## src/rtl/ccc_pkg.sv

```systemverilog
// calendar clock control: shared constants, register map, field layout and types
// assumes a 25 MHz system clock and 32 kHz-class slow clocks sampled as plain inputs
package ccc_pkg;

  // ----------------------------------------------------------------
  // register bus
  // ----------------------------------------------------------------
  localparam int          ADDR_W          = 8;
  localparam int          DATA_W          = 32;
  localparam logic [7:0]  CONTROL_OFS     = 8'h00;  // calendar_control
  localparam logic [7:0]  TIME_OFS        = 8'h04;  // time_value

  // ----------------------------------------------------------------
  // calendar_control field positions
  // ----------------------------------------------------------------
  localparam int          OE_BIT          = 0;   // output_pin_enable
  localparam int          HALF_BIT        = 1;   // half_second_status
  localparam int          SYNC_BIT        = 2;   // read_sync_flag
  localparam int          WREN_BIT        = 3;   // value_write_enable
  localparam int          RUN_BIT         = 6;   // clock_running_status
  localparam int          OUTSEL_LO       = 7;   // output_source_select, 2 bits
  localparam int          CLKSEL_LO       = 9;   // clock_source_select, 2 bits
  localparam int          ON_BIT          = 15;  // calendar module enable
  localparam logic [31:0] CONTROL_RESET   = 32'h0000_0000;

  // ----------------------------------------------------------------
  // time_value field positions (bcd)
  // ----------------------------------------------------------------
  localparam int          SEC_LO          = 8;   // seconds 14:8
  localparam int          MIN_LO          = 16;  // minutes 22:16
  localparam int          HOUR_LO         = 24;  // hours 29:24
  localparam logic [31:0] TIME_WMASK      = 32'h3F7F_7F00;
  localparam logic [31:0] TIME_RESET      = 32'h0000_0000;
  localparam logic [7:0]  SEC_LAST        = 8'h59;
  localparam logic [7:0]  MIN_LAST        = 8'h59;
  localparam logic [7:0]  HOUR_LAST       = 8'h23;

  // ----------------------------------------------------------------
  // timing
  // ----------------------------------------------------------------
  localparam int          CLK_PERIOD_NS   = 40;
  localparam int          CLK_LOSS_NS     = 100000;  // no slow edge for this long: stopped
  localparam int          CLK_LOSS_CYC    = (CLK_LOSS_NS / CLK_PERIOD_NS < 1) ? 1 : CLK_LOSS_NS / CLK_PERIOD_NS;
  localparam int          PRESCALE_DIV    = 32768;   // slow edges per second
  localparam int          SYNC_WINDOW     = 16;      // slow edges before rollover flagged

  // ----------------------------------------------------------------
  // types
  // ----------------------------------------------------------------
  typedef enum logic [1:0] {
    SRC_LOW_POWER = 2'h0,
    SRC_CRYSTAL   = 2'h1
  } ccc_clk_src_type;

  typedef enum logic [1:0] {
    OUT_ALARM   = 2'h0,
    OUT_SECONDS = 2'h1,
    OUT_RAW     = 2'h2
  } ccc_out_sel_type;

  typedef enum logic [1:0] {
    MON_STOPPED = 2'b01,
    MON_RUNNING = 2'b10
  } ccc_mon_state_type;

  typedef struct packed {
    logic [ADDR_W-1:0] addr;
    logic [DATA_W-1:0] wdata;
    logic              wr;
    logic              rd;
  } ccc_bus_req_type;

endpackage

```

## src/rtl/ccc_prescaler.sv

```systemverilog
// calendar clock control: slow-clock prescaler producing the one-second tick
// assumes step_i is a one-cycle pulse per slow clock edge, in the system clock domain
`timescale 1ns/1ns
module ccc_prescaler #(
  parameter int DIV = 32768
) (
  // clock and reset
  input  wire logic                   clk_i,
  input  wire logic                   reset_n_i,
  // control
  input  wire logic                   step_i,
  input  wire logic                   clear_i,
  // state
  output logic [$clog2(DIV)-1:0]      count_o,
  output logic                        tick_o
);

  localparam logic [$clog2(DIV)-1:0] LAST = ($clog2(DIV))'(DIV - 1);

  logic [$clog2(DIV)-1:0] count_r;
  logic [$clog2(DIV)-1:0] count_nxt;
  logic                   tick_r;
  logic                   wrap;

  // wrap on the last slow edge of a second
  assign wrap      = step_i && (count_r == LAST);
  assign count_nxt = clear_i ? '0 : (wrap ? '0 : (step_i ? count_r + 1'b1 : count_r));

  // counter and tick flops; a clear restarts the second
  always_ff @(posedge clk_i or negedge reset_n_i) begin
    if (!reset_n_i) begin
      count_r <= '0;
      tick_r  <= 1'b0;
    end else begin
      count_r <= count_nxt;
      tick_r  <= wrap && !clear_i;
    end
  end

  assign count_o = count_r;
  assign tick_o  = tick_r;

endmodule

```

## src/rtl/ccc_top.sv

```systemverilog
// calendar clock control: control register, time value register, clock source
// monitor, prescaler and output pin selection
// assumes slow clocks and alarm input are synchronous levels; reset_n_i is power-on reset
//
// How it works
// - clock select 01 picks crystal oscillator, 00 low-power oscillator; 10 and 11 reserved
// - output select 10 drives the selected slow clock onto the pin
// - output select 01 drives a once-per-second clock; 11 reserved
// - output select 00 pulses the pin on each alarm event
// - pin carries the selected signal only while output enable bit 0 is set
// - running status reads 1 while the module is enabled and the slow clock runs, else 0
// - time value writes take effect only while write enable is 1
// - write enable can be set only while system unlock is active
// - module enable bit writable only while write enable is 1
// - read sync flag is 1 while a rollover ripple may change values
// - half-second status is 0 in first half, 1 in second half
// - half-second status is read-only, cleared by a seconds write
// - control register resets only on power-on reset
// - control bits 5 and 4 always read zero
//
// The register offsets and strobed register access were left to the implementer.
`timescale 1ns/1ns
module ccc_top #(
  parameter int DIV       = ccc_pkg::PRESCALE_DIV,
  parameter int SYNC_WIN  = ccc_pkg::SYNC_WINDOW,
  parameter int LOSS_CYC  = ccc_pkg::CLK_LOSS_CYC
) (
  // clock and power-on reset
  input  wire logic                        mclk_i,
  input  wire logic                        reset_n_i,
  // register port
  input  wire ccc_pkg::ccc_bus_req_type    bus_req_i,
  output logic [ccc_pkg::DATA_W-1:0]       rdata_o,
  // slow clock sources and system inputs
  input  wire logic                        crystal_clk_i,
  input  wire logic                        low_power_clk_i,
  input  wire logic                        sys_unlock_i,
  input  wire logic                        alarm_event_i,
  // calendar output pin
  output logic                             cal_pin_o,
  output logic                             cal_pin_oe_o,
  // status to the system
  output logic                             module_on_o,
  output logic                             second_tick_o
);

  import ccc_pkg::*;

  localparam int                  CW        = $clog2(DIV);
  localparam logic [CW-1:0]       HALF_CNT  = CW'(DIV / 2);
  localparam logic [CW-1:0]       SYNC_CNT  = CW'(DIV - SYNC_WIN);
  localparam logic [15:0]         LOSS_LAST = 16'(LOSS_CYC - 1);

  // ----------------------------------------------------------------
  // control register fields
  // ----------------------------------------------------------------
  logic                    on_r;
  logic [1:0]              clksel_r;
  logic [1:0]              outsel_r;
  logic                    wren_r;
  logic                    oe_r;
  logic [DATA_W-1:0]       time_r;
  logic [DATA_W-1:0]       time_nxt;
  logic [DATA_W-1:0]       rdata_r;

  // ----------------------------------------------------------------
  // address decode
  // ----------------------------------------------------------------
  wire                     hit_ctrl   = (bus_req_i.addr == CONTROL_OFS);
  wire                     hit_time   = (bus_req_i.addr == TIME_OFS);
  wire                     wr_ctrl    = bus_req_i.wr && hit_ctrl;
  wire                     wr_time    = bus_req_i.wr && hit_time && wren_r;
  wire                     wr_seconds = wr_time;  // every accepted time write carries seconds

  // ----------------------------------------------------------------
  // slow clock source selection and sampling
  // ----------------------------------------------------------------
  logic                    src_level_r;
  logic                    src_prev_r;
  logic                    src_sel;
  logic                    src_valid;

  // reserved codes select no source, so the calendar stops
  assign src_valid = (clksel_r == SRC_CRYSTAL) || (clksel_r == SRC_LOW_POWER);
  assign src_sel   = (clksel_r == SRC_CRYSTAL)   ? crystal_clk_i :
                     (clksel_r == SRC_LOW_POWER) ? low_power_clk_i : 1'b0;

  // sample the selected source and keep one previous value for edges
  always_ff @(posedge mclk_i or negedge reset_n_i) begin
    if (!reset_n_i) begin
      src_level_r <= 1'b0;
      src_prev_r  <= 1'b0;
    end else begin
      src_level_r <= src_sel;
      src_prev_r  <= src_level_r;
    end
  end

  wire                     src_rise = src_level_r && !src_prev_r;

  // ----------------------------------------------------------------
  // clock monitor
  // ----------------------------------------------------------------
  ccc_mon_state_type       mon_state_r;
  ccc_mon_state_type       mon_state_nxt;
  logic [15:0]             loss_cnt_r;
  logic [15:0]             loss_cnt_nxt;
  wire                     loss_done = (loss_cnt_r == LOSS_LAST);

  // running once edges arrive, stopped after a long gap or on a bad code
  always_comb begin
    mon_state_nxt = mon_state_r;
    case (mon_state_r)
      MON_STOPPED: begin
        if (src_rise && src_valid) begin
          mon_state_nxt = MON_RUNNING;
        end
      end
      MON_RUNNING: begin
        if (!src_valid || (loss_done && !src_rise)) begin
          mon_state_nxt = MON_STOPPED;
        end
      end
      default: begin
        mon_state_nxt = MON_STOPPED;
      end
    endcase
  end

  // gap counter restarts on every slow edge and saturates at the limit
  assign loss_cnt_nxt = src_rise  ? 16'h0000 :
                        loss_done ? loss_cnt_r : loss_cnt_r + 16'h0001;

  // monitor flops
  always_ff @(posedge mclk_i or negedge reset_n_i) begin
    if (!reset_n_i) begin
      mon_state_r <= MON_STOPPED;
      loss_cnt_r  <= 16'h0000;
    end else begin
      mon_state_r <= mon_state_nxt;
      loss_cnt_r  <= loss_cnt_nxt;
    end
  end

  wire                     clk_running = on_r && (mon_state_r == MON_RUNNING);

  // ----------------------------------------------------------------
  // prescaler
  // ----------------------------------------------------------------
  logic [CW-1:0]           pre_count;
  logic                    sec_tick;
  wire                     pre_step  = src_rise && src_valid && on_r;

  // divider from slow edges to seconds; a seconds write restarts it
  ccc_prescaler #(
    .DIV       (DIV)
  ) u_prescaler (
    .clk_i     (mclk_i),
    .reset_n_i (reset_n_i),
    .step_i    (pre_step),
    .clear_i   (wr_seconds),
    .count_o   (pre_count),
    .tick_o    (sec_tick)
  );

  // status flags from the same count
  wire                     half_sec  = (pre_count >= HALF_CNT);
  wire                     read_sync = on_r && ((pre_count >= SYNC_CNT) || sec_tick);

  // ----------------------------------------------------------------
  // time value: bcd seconds, minutes, hours with ripple carry
  // ----------------------------------------------------------------
  wire [7:0]               sec_v   = {1'b0, time_r[SEC_LO+6:SEC_LO]};
  wire [7:0]               min_v   = {1'b0, time_r[MIN_LO+6:MIN_LO]};
  wire [7:0]               hour_v  = {2'b00, time_r[HOUR_LO+5:HOUR_LO]};
  wire                     sec_wrap  = (sec_v == SEC_LAST);
  wire                     min_wrap  = (min_v == MIN_LAST);
  wire                     hour_wrap = (hour_v == HOUR_LAST);

  // bcd increment of one two-digit field
  function automatic logic [7:0] bcd_inc(input logic [7:0] v);
    logic [7:0] r;
    r = v;
    if (v[3:0] >= 4'h9) begin
      r = {v[7:4] + 4'h1, 4'h0};
    end else begin
      r = {v[7:4], v[3:0] + 4'h1};
    end
    return r;
  endfunction

  wire [7:0]               sec_n   = sec_wrap  ? 8'h00 : bcd_inc(sec_v);
  wire [7:0]               min_n   = min_wrap  ? 8'h00 : bcd_inc(min_v);
  wire [7:0]               hour_n  = hour_wrap ? 8'h00 : bcd_inc(hour_v);

  // advance on a tick, carrying upward; a software write wins
  always_comb begin
    time_nxt = time_r;
    if (wr_time) begin
      time_nxt = bus_req_i.wdata & TIME_WMASK;
    end else if (sec_tick) begin
      time_nxt[SEC_LO+6:SEC_LO] = sec_n[6:0];
      if (sec_wrap) begin
        time_nxt[MIN_LO+6:MIN_LO] = min_n[6:0];
        if (min_wrap) begin
          time_nxt[HOUR_LO+5:HOUR_LO] = hour_n[5:0];
        end
      end
    end
  end

  // time value flops
  always_ff @(posedge mclk_i or negedge reset_n_i) begin
    if (!reset_n_i) begin
      time_r <= TIME_RESET;
    end else begin
      time_r <= time_nxt;
    end
  end

  // ----------------------------------------------------------------
  // control register writes
  // ----------------------------------------------------------------
  wire                     wd_wren = bus_req_i.wdata[WREN_BIT];
  wire                     wren_nxt = wr_ctrl ? (wd_wren && (wren_r || sys_unlock_i)) : wren_r;
  wire                     on_nxt   = (wr_ctrl && wren_r) ? bus_req_i.wdata[ON_BIT] : on_r;

  // control flops; only power-on reset clears them
  always_ff @(posedge mclk_i or negedge reset_n_i) begin
    if (!reset_n_i) begin
      on_r     <= CONTROL_RESET[ON_BIT];
      clksel_r <= CONTROL_RESET[CLKSEL_LO+1:CLKSEL_LO];
      outsel_r <= CONTROL_RESET[OUTSEL_LO+1:OUTSEL_LO];
      wren_r   <= CONTROL_RESET[WREN_BIT];
      oe_r     <= CONTROL_RESET[OE_BIT];
    end else begin
      on_r   <= on_nxt;
      wren_r <= wren_nxt;
      if (wr_ctrl) begin
        clksel_r <= bus_req_i.wdata[CLKSEL_LO+1:CLKSEL_LO];
        outsel_r <= bus_req_i.wdata[OUTSEL_LO+1:OUTSEL_LO];
        oe_r     <= bus_req_i.wdata[OE_BIT];
      end
    end
  end

  // ----------------------------------------------------------------
  // register read
  // ----------------------------------------------------------------
  logic [DATA_W-1:0]       ctrl_view;

  // status bits are live; unimplemented bits stay zero
  always_comb begin
    ctrl_view                          = '0;
    ctrl_view[ON_BIT]                  = on_r;
    ctrl_view[CLKSEL_LO+1:CLKSEL_LO]   = clksel_r;
    ctrl_view[OUTSEL_LO+1:OUTSEL_LO]   = outsel_r;
    ctrl_view[RUN_BIT]                 = clk_running;
    ctrl_view[WREN_BIT]                = wren_r;
    ctrl_view[SYNC_BIT]                = read_sync;
    ctrl_view[HALF_BIT]                = half_sec;
    ctrl_view[OE_BIT]                  = oe_r;
  end

  wire [DATA_W-1:0]        rd_mux = hit_ctrl ? ctrl_view :
                                    hit_time ? time_r : '0;  // unmapped reads zero

  // read data valid only in the cycle after the strobe
  always_ff @(posedge mclk_i or negedge reset_n_i) begin
    if (!reset_n_i) begin
      rdata_r <= '0;
    end else begin
      rdata_r <= bus_req_i.rd ? rd_mux : '0;
    end
  end

  assign rdata_o = rdata_r;

  // ----------------------------------------------------------------
  // output pin
  // ----------------------------------------------------------------
  logic                    alarm_pulse_r;
  logic                    pin_r;
  logic                    pin_oe_r;
  logic                    tick_out_r;
  logic                    pin_nxt;

  // pick the pin source by output select; reserved code drives low
  always_comb begin
    case (outsel_r)
      OUT_ALARM:   pin_nxt = alarm_pulse_r;
      OUT_SECONDS: pin_nxt = on_r && half_sec;
      OUT_RAW:     pin_nxt = on_r && src_valid && src_level_r;
      default:     pin_nxt = 1'b0;
    endcase
  end

  // pin flops; enable bit gates both level and drive
  always_ff @(posedge mclk_i or negedge reset_n_i) begin
    if (!reset_n_i) begin
      alarm_pulse_r <= 1'b0;
      pin_r         <= 1'b0;
      pin_oe_r      <= 1'b0;
      tick_out_r    <= 1'b0;
    end else begin
      alarm_pulse_r <= alarm_event_i;
      pin_r         <= oe_r && pin_nxt;
      pin_oe_r      <= oe_r;
      tick_out_r    <= sec_tick;
    end
  end

  assign cal_pin_o     = pin_r;
  assign cal_pin_oe_o  = pin_oe_r;
  assign module_on_o   = on_r;
  assign second_tick_o = tick_out_r;

endmodule

```

## config.mk

```make
export PLATFORM = sky130hd
export DESIGN_NAME = ccc_top
export DESIGN_NICKNAME = d
export VERILOG_FILES = /design/src/rtl/ccc_pkg.sv /design/src/rtl/ccc_prescaler.sv /design/src/rtl/ccc_top.sv
export SDC_FILE = /design/constraint.sdc
export NUM_CORES = 1
export LEC_CHECK = 0
export ABC_AREA = 1
export BUFFER_PORTS_ARGS = -buffer_cell sky130_fd_sc_hd__clkbuf_2
export CAP_MARGIN = 10
export CORE_MARGIN = 3
export CORE_UTILIZATION = 45
export CTS_BUF_LIST = sky130_fd_sc_hd__clkbuf_8
export CTS_CLUSTER_SIZE = 16
export DETAILED_ROUTE_END_ITERATION = 12
export GPL_TIMING_DRIVEN = 0
export PLACE_DENSITY = 0.66
export SYNTH_ARGS = -nofsm -noshare
export SYNTH_HDL_FRONTEND = slang
export SYNTH_SLANG_ARGS = --single-unit
export TNS_END_PERCENT = 30
```

## constraint.sdc

```tcl
create_clock -name mclk_i -period 1.9 [get_ports mclk_i]
set_clock_uncertainty 0.05 [all_clocks]
set_input_delay 0.38 -clock mclk_i [delete_from_list [all_inputs] [get_ports mclk_i]]
set_output_delay 0.38 -clock mclk_i [all_outputs]
set_load 0.1 [all_outputs]
```

# Yosys cells after proc, flatten, opt, wreduce, memory -nomap -nowiden
# Index checks and enable logic that the tools add are counted.
# op_classes
reduce_logical	41
muxes	29
addsub	8
magnitude_cmp	5
eq_ne	14
# op_table
operator	n
30-bit 2-to-1 mux	3
7-bit 2-to-1 mux	9
15-bit 2-to-1 mux	3
6-bit 2-to-1 mux	6
16-bit 2-to-1 mux	2
15-bit greater-or-equal comparator (second input constant)	2
1-bit logical AND	17
16-bit by 1-bit adder with 16-bit output (second input constant)	1
16-bit by 12-bit equality test with 1-bit output (second input constant)	1
15-bit by 1-bit adder with 15-bit output (second input constant)	1
15-bit equality test (second input constant)	1
7-bit equality test (second input constant)	2
4-bit by 1-bit adder with 4-bit output (second input constant)	3
4-bit greater-or-equal comparator (second input constant)	3
3-bit nonzero test	4
8-bit by 3-bit equality test with 1-bit output (second input constant)	1
8-bit logical NOT	1
3-bit by 1-bit adder with 3-bit output (second input constant)	2
2-bit by 1-bit equality test with 1-bit output (second input constant)	3
6-bit equality test (second input constant)	1
2-bit inequality test (second input constant)	3
2-bit AND reduction	3
3-bit AND reduction	2
2-bit nonzero test	3
10 further kinds	20
# totals
input_bits	48
word_cells	119
regBits	97
out_inout_bits	36

# Longest topological paths before layout
# Gate-level depths: netlist of run 1.
# depth
depth_word	7
ltp_mapped	10
depth_no_buf	10

# Modules after synthesis
# Synthesis of run 1 repeated with hierarchy kept, for this count alone.
# unflattened
cells_unflattened	618
area_unflattened_um2	4966.0
# by_module_without_submodules
module	area_each_um2	cells_each	seq_area_each_um2	n_inst
ccc_top	4013.8	487	1953.1	1
ccc_prescaler	952.2	131	400.4	1

# Worst setup path before layout of run 1
# OpenSTA, ideal clock, no wires.
# synth_timing
kind	flip-flop to flip-flop
startpoint	register on_r, in the netlist module_on_o
endpoint	register u_prescaler.count_r[0], in the netlist u_prescaler.count_o[0]
path_stages_with_launch	8
path_buffers	0
arrival_ns	1.783
synth_period_minus_slack_ns	1.960
setup_time_ns	0.127
setup_slack_ns	-0.060
path_cell_list	dfrtp_1 -> nand2_2 -> nor2_4 -> nand2_1 -> nor2_2 -> nor2_4 -> nand3_1 -> o21ai_0
# synth_between
elab_chain_cells	4
# synth_rtl
element	line	text
start, declared	ccc_top.sv:57	logic on_r;
start signal, assigned	ccc_top.sv:231	on_r <= CONTROL_RESET[ON_BIT];
start signal, assigned	ccc_top.sv:237	on_r <= on_nxt;
1-bit logical AND (*)	ccc_top.sv:152	wire pre_step = src_rise && src_valid && on_r;
1-bit logical AND	ccc_prescaler.sv:26	assign wrap = step_i && (count_r == LAST);
15-bit 2-to-1 mux (2 in series)	ccc_prescaler.sv:27	assign count_nxt = clear_i ? '0 : (wrap ? '0 : (step_i ? count_r + 1'b1 : count_r));
end signal, assigned	ccc_prescaler.sv:35	count_r <= count_nxt;
end, declared	ccc_prescaler.sv:20	logic [$clog2(DIV)-1:0] count_r;
# Every way passes the cells marked *; elsewhere a longest branch is shown, timed or not.
# A chain may end at the register's enable or synchronous reset.

# Worst setup path after layout of run 1
# layout_timing
startpoint	register u_prescaler.count_r[1], in the netlist u_prescaler.count_o[1]
endpoint	register u_prescaler.count_r[0], in the netlist u_prescaler.count_o[0]
# layout_between
elab_chain_cells	4
# layout_rtl
element	line
15-bit equality test (*)	ccc_prescaler.sv:26
1-bit logical AND (*)	ccc_prescaler.sv:26
15-bit 2-to-1 mux (2 in series)	ccc_prescaler.sv:27
# Marks and branches as above.

==> results of run 1 <==
## cells by family after synthesis
| kind of cell | count (synthesis) |
|---|---|
| AOI/OAI and AO/OA | 65 |
| buffers and inverters | 90 |
| DFF | 94 |
| other | 1 |
| and+or+nand+nor | 330 |
| adders and majority gates | 16 |
| xor gates and xnor gates | 8 |
## report_power, final
group          internal (mW)  leakage, nW  switching, mW
logic                  0.176         1.60          0.350
registers               2.11         1.23         0.0863
clock network          0.787        0.117          0.734
## cell usage in the layout, fill, tap and decap left out, drive strengths merged
master	instances
nand2	171
dfrtp	93
clkbuf	81
inv	73
nor2	64
nand3	48
o21ai	39
nor3	21
nand4	18
ha	16
a21oi	15
buf	15
clkinv	6
xor2	5
conb	5
or2	4
xnor2	3
o211ai	3
o22ai	2
a31oi	2
nand3b	2
o21a	2
bufinv	2
a211oi	1
and2	1
o21bai	1
nor3b	1
dfstp	1
## flip-flops by register name, summed over array words and instances (netlist names), 2 cells and up
register / count
clksel_r: 2
loss_cnt_r: 16
mon_state_r: 2
outsel_r: 2
rdata_o: 27
time_r: 20
u_prescaler.count_o: 15
## how the worst max path moves through the flow
stage	endpoint	start
global placement	module_on_o$_DFFE_PN0P_	reset_n_i
global route	time_r[28]$_DFFE_PN0P_	time_r[17]$_DFFE_PN0P_
CTS	u_prescaler.count_o[0]$_DFFE_PN0P_	u_prescaler.count_o[1]$_DFFE_PN0P_
detailed placement	time_r[11]$_DFFE_PN0P_	bus_req_i[35]
finish	u_prescaler.count_o[0]$_DFFE_PN0P_	u_prescaler.count_o[1]$_DFFE_PN0P_
floorplan	u_prescaler.count_o[0]$_DFFE_PN0P_	module_on_o$_DFFE_PN0P_
## per-stage QoR
step	hold slack, ns	instances
after floorplan	0.03441	608
after global placement	0.3096	814
after detailed placement	0.3113	815
after CTS	0.009987	831
after global routing	0.02703	831
final	-0.01018	831
## worst reg2reg max path: stages (launching register included)
cell,delay (ns)
dfrtp_1,0.38
ha_1,0.28
nand3_1,0.16
inv_1,0.16
nand3_1,0.13
nor2_2,0.19
nor2_4,0.09
nand3_1,0.07
o21ai_0,0.08
## area by class of cell
class / count / area [um2]
Fill cell: 988 / 4766
Sequential cell: 94 / 2355
Multi-Input combinational cell: 424 / 2198
Timing Repair Buffer: 71 / 380.4
Inverter: 75 / 287.8
Tap cell: 136 / 170.2
Clock buffer: 10 / 137.6
Buffer: 15 / 122.6
Clock inverter: 6 / 91.34
## per-layer routing
layer	vias to the layer above	wire length (um)
li1	2111	-
met1	1976	5373
met2	74	5143
met3	17	412
met4	0	193
met5	-	0
==> results.sh, run 1 <==
export IMPL_firstDrtPassIters=4
export IMPL_fin_nets=754
export IMPL_synth_top_area_share_pct=47.04
export IMPL_path_clk_slew_ns=0.10
export IMPL_clock_path_buffers=2
export IMPL_critPathBufInv=1
export IMPL_setup_tns_final_ns=0
export IMPL_reg2reg_to="u_prescaler.count_o[0]$_DFFE_PN0P_"
export IMPL_vdd_ir_drop_max_mv=0.3453
export IMPL_cp_cell_sequence="ha_1 -> nand3_1 -> inv_1 -> nand3_1 -> nor2_2 -> nor2_4 -> nand3_1 -> o21ai_0"
export IMPL_worst_r2r_cell_count=8
export IMPL_yosysTopAreaCell="dfrtp_1"
export IMPL_ios=84
export IMPL_cp_max_fo=8
export IMPL_die_h_um=110.9
export IMPL_critPathSlowestCell="dfrtp_1"
export IMPL_drc=0
export IMPL_first_iter_violations=234
export IMPL_num_rows=37
export IMPL_ant_nets=0
export IMPL_viasPerCell=5.028
export IMPL_dp_hpwl_um=8326
export IMPL_syn_area_mm2=0.004947
export IMPL_top_usage_layer="met2"
export IMPL_use_met3_pct=3.439
export IMPL_grt_pass1_vias=3999
export IMPL_cts_tree="done"
export IMPL_rrSetupSlack_ns=0.19
export IMPL_syn_avg_cell_area_um2=8.191
export IMPL_cts_setup_buffers=0
export IMPL_setup_viol=0
export IMPL_outcome="complete, but fails checks"
export IMPL_synth_compound_area_share_pct=7.410
export IMPL_yosys_cell_types_count=42
export IMPL_antenna_found_initial=0
export IMPL_fin_total_pwr_mw=4.240
export IMPL_grt_pass1_wl_um=18620
export IMPL_yosysMostFrequentCell="nand2_1"
export IMPL_p_per_area_mw_per_mm2=738.3
export IMPL_cp_arrival_ns=1.90
export IMPL_grt_setup_unrepaired="no"
export IMPL_critical_path_max_stage_delay_ns=0.38
export IMPL_synth_edf_count=0
export IMPL_drive_gt1_share_pct=21.29
export IMPL_critPathTopFamily="simple AND/OR/NAND/NOR gates"
export IMPL_fin_crit_sh_pct=89.85
export IMPL_holdWs_ns=-0.01018
export IMPL_core_mm2=0.01051
export IMPL_async_flop_share_pct=100.0
export IMPL_ctsHtreeMaxLevel=3
export IMPL_dominantRegCellSynth="dfrtp_1"
export IMPL_num_vias=4178
export IMPL_yosys_warnings=0
export IMPL_grt_max_degree=50
export IMPL_endpoint_kind="flip-flop"
export IMPL_violations="hold timing"
export IMPL_start_kind="flip-flop"
export IMPL_synth_xor_area_share_pct=1.416
export IMPL_synth_mux_area_share_pct=0
export IMPL_worst_pin_slew_ns=0.6423
export IMPL_cts_sinks=94
export IMPL_dieArea_mm2=0.01229
export IMPL_final_max_slew_viol_count=0
export IMPL_synthSimpleGateAreaFrac_pct=31.18
export IMPL_cts_resized=0
export IMPL_ys_seq_area_share_pct=47.57
export IMPL_met2_usage_pct=29.61
export IMPL_num_antenna_cells=0
export IMPL_criticalPathCategory="reg -> reg"
export IMPL_r2r_start="u_prescaler.count_o[1]$_DFFE_PN0P_"
export IMPL_overflow=0
export IMPL_relSlewSlack_pct=57.18
export IMPL_drv_cap=0
export IMPL_start_util_pct=47.08
export IMPL_grtUsageMet1_pct=25.16
export IMPL_post_dp_cell_area_mm2=0.005514
export IMPL_leakage_nw=2.949
export IMPL_area_growth_pct=16.09
export IMPL_gp_congestion=0.9172
export IMPL_synthAdderAreaFrac_pct=4.047
export IMPL_port_buffers=70
export IMPL_cp_common_cell="nand3_1"
export IMPL_dp_slack_ns=0.1521
export IMPL_clockRootBuffer="clkbuf_8"
export IMPL_ys_seq_elements=94
export IMPL_wl_per_cell_um=13.39
export IMPL_finalHoldViolCount=9
export IMPL_setup_slack_ns=0.1929
export IMPL_grt_use_total_pct=18.47
export IMPL_yosys_top_cells_area="dfrtp_1 (47%), nand2_1 (12%), inv_1 (4.8%)"
export IMPL_ctsHoldBuffers=0
export IMPL_numCtsBuffers=9
export IMPL_clock_latency_ns=0.37
export IMPL_period_needed_ns=1.707
export IMPL_fin_area_mm2=0.005743
export IMPL_fmaxAchievable_mhz=585.8
export IMPL_wirelength_um=11120
export IMPL_synth_common_cells="nand2_1 (158), dfrtp_1 (93), inv_1 (63), nor2_1 (56), nand3_1 (43)"
export IMPL_cp_depth=8
export IMPL_required_ns=2.10
export IMPL_hold_path_class="in -> async"
export IMPL_die_width_um=110.9
export IMPL_synth_top_family_by_area="simple AND/OR/NAND/NOR gates"
export IMPL_netlist_instances=604
export IMPL_fin_util_pct=54.65
Note: power is estimated with default switching activity, not from simulation.
==> run 2: changes to the inputs <==
- CORE_UTILIZATION: 45 -> 56
- PLACE_DENSITY: 0.66 -> 0.8
==> results.sh, run 2 (synthesis results as in run 1) <==
export IMPL_criticalPathCategory="reg -> reg"
export IMPL_required_ns=2.16
export IMPL_final_max_slew_viol_count=0
export IMPL_fin_crit_sh_pct=89.52
export IMPL_first_iter_violations=187
export IMPL_drv_cap=0
export IMPL_path_clk_slew_ns=0.11
export IMPL_fin_total_pwr_mw=4.033
export IMPL_fmaxAchievable_mhz=587.9
export IMPL_port_buffers=70
export IMPL_cp_arrival_ns=1.96
export IMPL_ctsHtreeMaxLevel=3
export IMPL_placed_cells_incl_taps=784
export IMPL_gp_congestion=0.9011
export IMPL_num_vias=4292
export IMPL_start_kind="flip-flop"
export IMPL_die_h_um=99.99
export IMPL_leakage_nw=2.928
export IMPL_ios=84
export IMPL_clockRootBuffer="clkbuf_8"
export IMPL_worst_pin_slew_ns=0.5948
export IMPL_cts_tree="done"
export IMPL_cp_cell_sequence="inv_1 -> ha_1 -> nand2_1 -> nor2_1 -> nand3_1 -> o21ai_2 -> nand2_2 -> clkinv_1 -> nand2_1 -> nand2_1"
export IMPL_dp_hpwl_um=8330
export IMPL_critPathSlowestCell="dfrtp_1"
export IMPL_cp_max_fo=4
export IMPL_drc=0
export IMPL_grt_use_total_pct=23.90
export IMPL_die_width_um=99.99
export IMPL_fin_nets=755
export IMPL_wl_per_cell_um=13.93
export IMPL_overflow=0
export IMPL_p_per_area_mw_per_mm2=710.6
export IMPL_grt_setup_unrepaired="no"
export IMPL_setup_tns_final_ns=0
export IMPL_dieArea_mm2=0.009998
export IMPL_outcome="finished, final reports clean"
export IMPL_period_needed_ns=1.701
export IMPL_clock_latency_ns=0.37
export IMPL_ant_nets=0
export IMPL_hold_path_class="in -> reg"
export IMPL_area_growth_pct=14.72
export IMPL_relSlewSlack_pct=60.34
export IMPL_setup_viol=0
export IMPL_start_util_pct=59.02
export IMPL_stdcell_count=801
export IMPL_critical_path_max_stage_delay_ns=0.42
export IMPL_wirelength_um=11160
export IMPL_drive_gt1_share_pct=21.26
export IMPL_num_antenna_cells=0
export IMPL_viasPerCell=5.358
export IMPL_antenna_found_initial=0
export IMPL_fillerInstances=697
export IMPL_cts_sinks=94
export IMPL_vdd_ir_drop_max_mv=0.3132
export IMPL_core_mm2=0.008382
export IMPL_cp_common_cell="nand2_1"
export IMPL_cts_resized=0
export IMPL_final_cell_mix="nand2_1 (158), dfrtp_1 (92), clkbuf_2 (69)"
export IMPL_numCtsBuffers=9
export IMPL_grt_pass1_vias=4305
export IMPL_final_common_cell="nand2_1"
export IMPL_clock_path_buffers=2
export IMPL_firstDrtPassIters=5
export IMPL_grt_max_degree=54
export IMPL_num_rows=33
export IMPL_grt_pass1_wl_um=19250
export IMPL_finalHoldViolCount=0
export IMPL_endpoint_kind="flip-flop"
export IMPL_largest_reg_flops=27
## run 2: layout make-up
class	count	area [um2]	share of cell area, %
buffer	15	122.6	2.161
sequential	94	2355	41.49
timing repair buffer	72	390.4	6.878
clock buffer	9	123.9	2.183
clock inverter	7	66.31	1.168
tap	105	131.4	2.315
multi-input combinational	424	2198	38.73
inverter	75	287.8	5.071
## run 2: report_power, final
part,internal [mW],switching [mW],leakage (nW),total (mW)
sequential,2.11,0.0930,1.23,2.20
clock,0.507,0.783,0.0914,1.29
combinational,0.180,0.362,1.60,0.542
total,2.80,1.24,2.93,4.03
## run 2: routing by layer
| metal | vias up | global-route usage [%] | share of wire, % |
|---|---|---|---|
| met4 | 0 | 9.223 | 2.2 |
| met2 | 135 | 40.38 | 48 |
| li1 | 2112 | - | - |
| met3 | 25 | 2.988 | 5.6 |
| met1 | 2020 | 31.57 | 44 |
| met5 | - | 0 | 0 |
## run 2: worst paths after layout
check | start | endpoint | slack [ns] | cells past startpoint
max | time_r[17]$_DFFE_PN0P_ | time_r[26]$_DFFE_PN0P_ | 0.20 | 10
min | alarm_event_i | alarm_pulse_r$_DFF_PN0_ | 0.06 | 1
max reg2reg | time_r[17]$_DFFE_PN0P_ | time_r[26]$_DFFE_PN0P_ | 0.20 | 10
min reg2reg | oe_r$_DFFE_PN0N_ | cal_pin_oe_o$_DFF_PN0_ | 0.34 | 0
max in group asynchronous | reset_n_i | rdata_o[14]$_DFF_PN0_ | 0.62 | 3
min in group asynchronous | reset_n_i | cal_pin_oe_o$_DFF_PN0_ | 0.51 | 2
## run 2: timing repair
action / 4_1_cts / 5_1_grt
buffers inserted: 0 / 0
hold endpoints to repair: 22 / 0
hold buffers: 1 / 0
## run 2: critical path, delay by kind of cell (launching register included)
kind	cells	cell delay (ns)
fa+ha+maj	1	0.18
compound gates	1	0.22
simple gates	6	0.56
flops	1	0.42
buf+inv	2	0.19
## run 2: through the flow
| step | setup slack, ns | hold slack [ns] | utilization (%) | instance area, um2 |
|---|---|---|---|---|
| final | 0.1991 | 0.05502 | 67.71 | 5675 |
| after CTS | 0.2116 | 0.04706 | 67.71 | 5675 |
| after floorplan | 0.2395 | 0.03441 | - | 4964 |
| after global routing | 0.01999 | 0.03503 | 67.71 | 5675 |
| after global placement | -0.8867 | 0.3088 | 64.96 | 5445 |
| after detailed placement | 0.1956 | 0.3167 | 65.32 | 5475 |
==> run 3: changes to the inputs <==
- HOLD_SLACK_MARGIN: not set -> 0.1
- PLACE_DENSITY: 0.8 -> 0.77
==> results.sh, run 3 (synthesis results as in run 1) <==
export IMPL_fin_crit_sh_pct=90.34
export IMPL_multi_input_area_mm2=0.002201
export IMPL_grt_setup_unrepaired="no"
export IMPL_grt_pass1_vias=4131
export IMPL_swShare_pct=30.24
export IMPL_drc=0
export IMPL_dieArea_mm2=0.009998
export IMPL_viasPerCell=5.294
export IMPL_setup_viol=0
export IMPL_gp_congestion=0.9152
export IMPL_drv_cap=0
export IMPL_ff_latch_area_mm2=0.002355
export IMPL_required_ns=2.15
export IMPL_fin_total_pwr_mw=4.004
export IMPL_ant_nets=0
export IMPL_port_buffers=70
export IMPL_holdWs_ns=0.1722
export IMPL_criticalPathCategory="reg -> reg"
export IMPL_pwr_share_seq_pct=54.8
export IMPL_hold_path_class="in -> reg"
export IMPL_cts_setup_buffers=0
export IMPL_grt_use_total_pct=23.34
export IMPL_start_kind="flip-flop"
export IMPL_stdcell_count=802
export IMPL_die_h_um=99.99
export IMPL_overflow=0
export IMPL_fin_nets=756
export IMPL_leakage_nw=2.925
export IMPL_setup_tns_final_ns=0
export IMPL_firstDrtPassIters=5
export IMPL_comb_power_share_pct=13.3
export IMPL_fillerInstances=701
export IMPL_start_util_pct=59.02
export IMPL_p_per_area_mw_per_mm2=704.0
export IMPL_num_rows=33
export IMPL_wirelength_um=11030
export IMPL_grt_max_degree=60
export IMPL_fmaxAchievable_mhz=582.6
export IMPL_first_iter_violations=242
export IMPL_cp_arrival_ns=1.96
export IMPL_drive_gt1_share_pct=21.38
export IMPL_area_growth_pct=14.95
export IMPL_outcome="finished, final reports clean"
export IMPL_antenna_found_initial=0
export IMPL_endpoint_kind="flip-flop"
export IMPL_clock_path_buffers=2
export IMPL_cts_tree="done"
export IMPL_num_antenna_cells=0
export IMPL_clockRootBuffer="clkbuf_8"
export IMPL_period_needed_ns=1.716
export IMPL_core_mm2=0.008382
export IMPL_ctsHtreeMaxLevel=3
export IMPL_intPower_mw=2.793
export IMPL_relSlewSlack_pct=63.56
export IMPL_final_common_cell="nand2_1"
export IMPL_numCtsBuffers=9
export IMPL_final_cell_mix="nand2_1 (158), dfrtp_1 (92), clkbuf_2 (69)"
export IMPL_die_width_um=99.99
export IMPL_p_clk_share_pct=31.9
export IMPL_fin_util_pct=67.85
export IMPL_final_max_slew_viol_count=0
export IMPL_cp_max_fo=6
export IMPL_ios=84
export IMPL_vdd_ir_drop_max_mv=0.3061
export IMPL_worst_pin_slew_ns=0.5490
export IMPL_dp_hpwl_um=8186
export IMPL_wl_per_cell_um=13.75
export IMPL_path_clk_slew_ns=0.11
export IMPL_grt_pass1_wl_um=18870
export IMPL_cts_sinks=94
export IMPL_p_switching_mw=1.211
export IMPL_largest_reg_flops=27
export IMPL_placed_cells_incl_taps=784
export IMPL_num_vias=4246
export IMPL_clock_latency_ns=0.36
export IMPL_finalHoldViolCount=0
==> run 3: cell types whose count changed in the layout (fill, tap and decap cells not counted), sizes merged <==
cell and change:
clkinv -1, clkinvlp +1, dlygate4sd3 +1
==> run 3: metal layers <==
| metal | part of all wire [%] | vias to the layer above | routed length [um] | global-route usage, % |
|---|---|---|---|---|
| met5 | 0 | - | 0 | 0 |
| met4 | 1.7 | 0 | 182 | 7.772 |
| met3 | 5.9 | 17 | 653 | 4.031 |
| met2 | 48 | 129 | 5242 | 37.46 |
| met1 | 45 | 1992 | 4951 | 32.36 |
| li1 | - | 2108 | - | - |
==> run 3: power by group through the flow <==
| stage | Combinational, mW | Sequential (mW) | Clock, mW |
|---|---|---|---|
| after floorplan | 0.336 | 2.25 | 0 |
| after global placement | 0.508 | 2.23 | 0 |
| after detailed placement | 0.534 | 2.23 | 0 |
| after CTS | 0.538 | 2.19 | 1.31 |
| after global routing | 0.616 | 2.21 | 1.40 |
| final | 0.534 | 2.19 | 1.28 |
==> run 3: layout make-up <==
cell class / count / share of cell area (%)
timing repair buffer: 73 / 7.041
tap: 105 / 2.310
inverter: 75 / 5.061
clock inverter: 7 / 1.144
multi-input combinational: 424 / 38.70
sequential: 94 / 41.41
clock buffer: 9 / 2.178
buffer: 15 / 2.156
==> run 3: metrics by stage <==
| step | setup WS [ns] | instance area [um2] |
|---|---|---|
| 6_report | 0.1835 | 5687 |
| 5_1_grt | 0.01139 | 5687 |
| 4_1_cts | 0.2039 | 5684 |
| 3_5_place_dp | 0.1530 | 5475 |
| 3_3_place_gp | -0.8826 | 5445 |
| 2_1_floorplan | 0.2395 | 4964 |
==> run 3: worst paths after layout <==
check	from	endpoint	slack, ns	cells past startpoint
worst max-delay path	time_r[9]$_DFFE_PN0P_	time_r[14]$_DFFE_PN0P_	0.18	10
worst min-delay path	bus_req_i[2]	oe_r$_DFFE_PN0N_	0.17	3
worst max register to register	time_r[9]$_DFFE_PN0P_	time_r[14]$_DFFE_PN0P_	0.18	10
worst min register to register	oe_r$_DFFE_PN0N_	cal_pin_oe_o$_DFF_PN0_	0.34	0
max in group asynchronous	reset_n_i	time_r[14]$_DFFE_PN0P_	0.61	3
min in group asynchronous	reset_n_i	alarm_pulse_r$_DFF_PN0_	0.50	2
==> run 3: repair_timing <==
action / CTS / global route
resized for setup: 0 / 1
hold buffers: 2 / 0
endpoints found under the hold margin: 35 / 0
setup endpoints to repair: 0 / 1
==> run 3: critical path, stage by stage (launching register included) <==
cell	delay [ns]
dfrtp_1	0.42
inv_1	0.15
ha_1	0.21
nor2_1	0.06
nand2_1	0.08
nand2_1	0.16
inv_1	0.12
nand2_1	0.06
o21ai_0	0.21
nand2_1	0.08
nand2_1	0.06
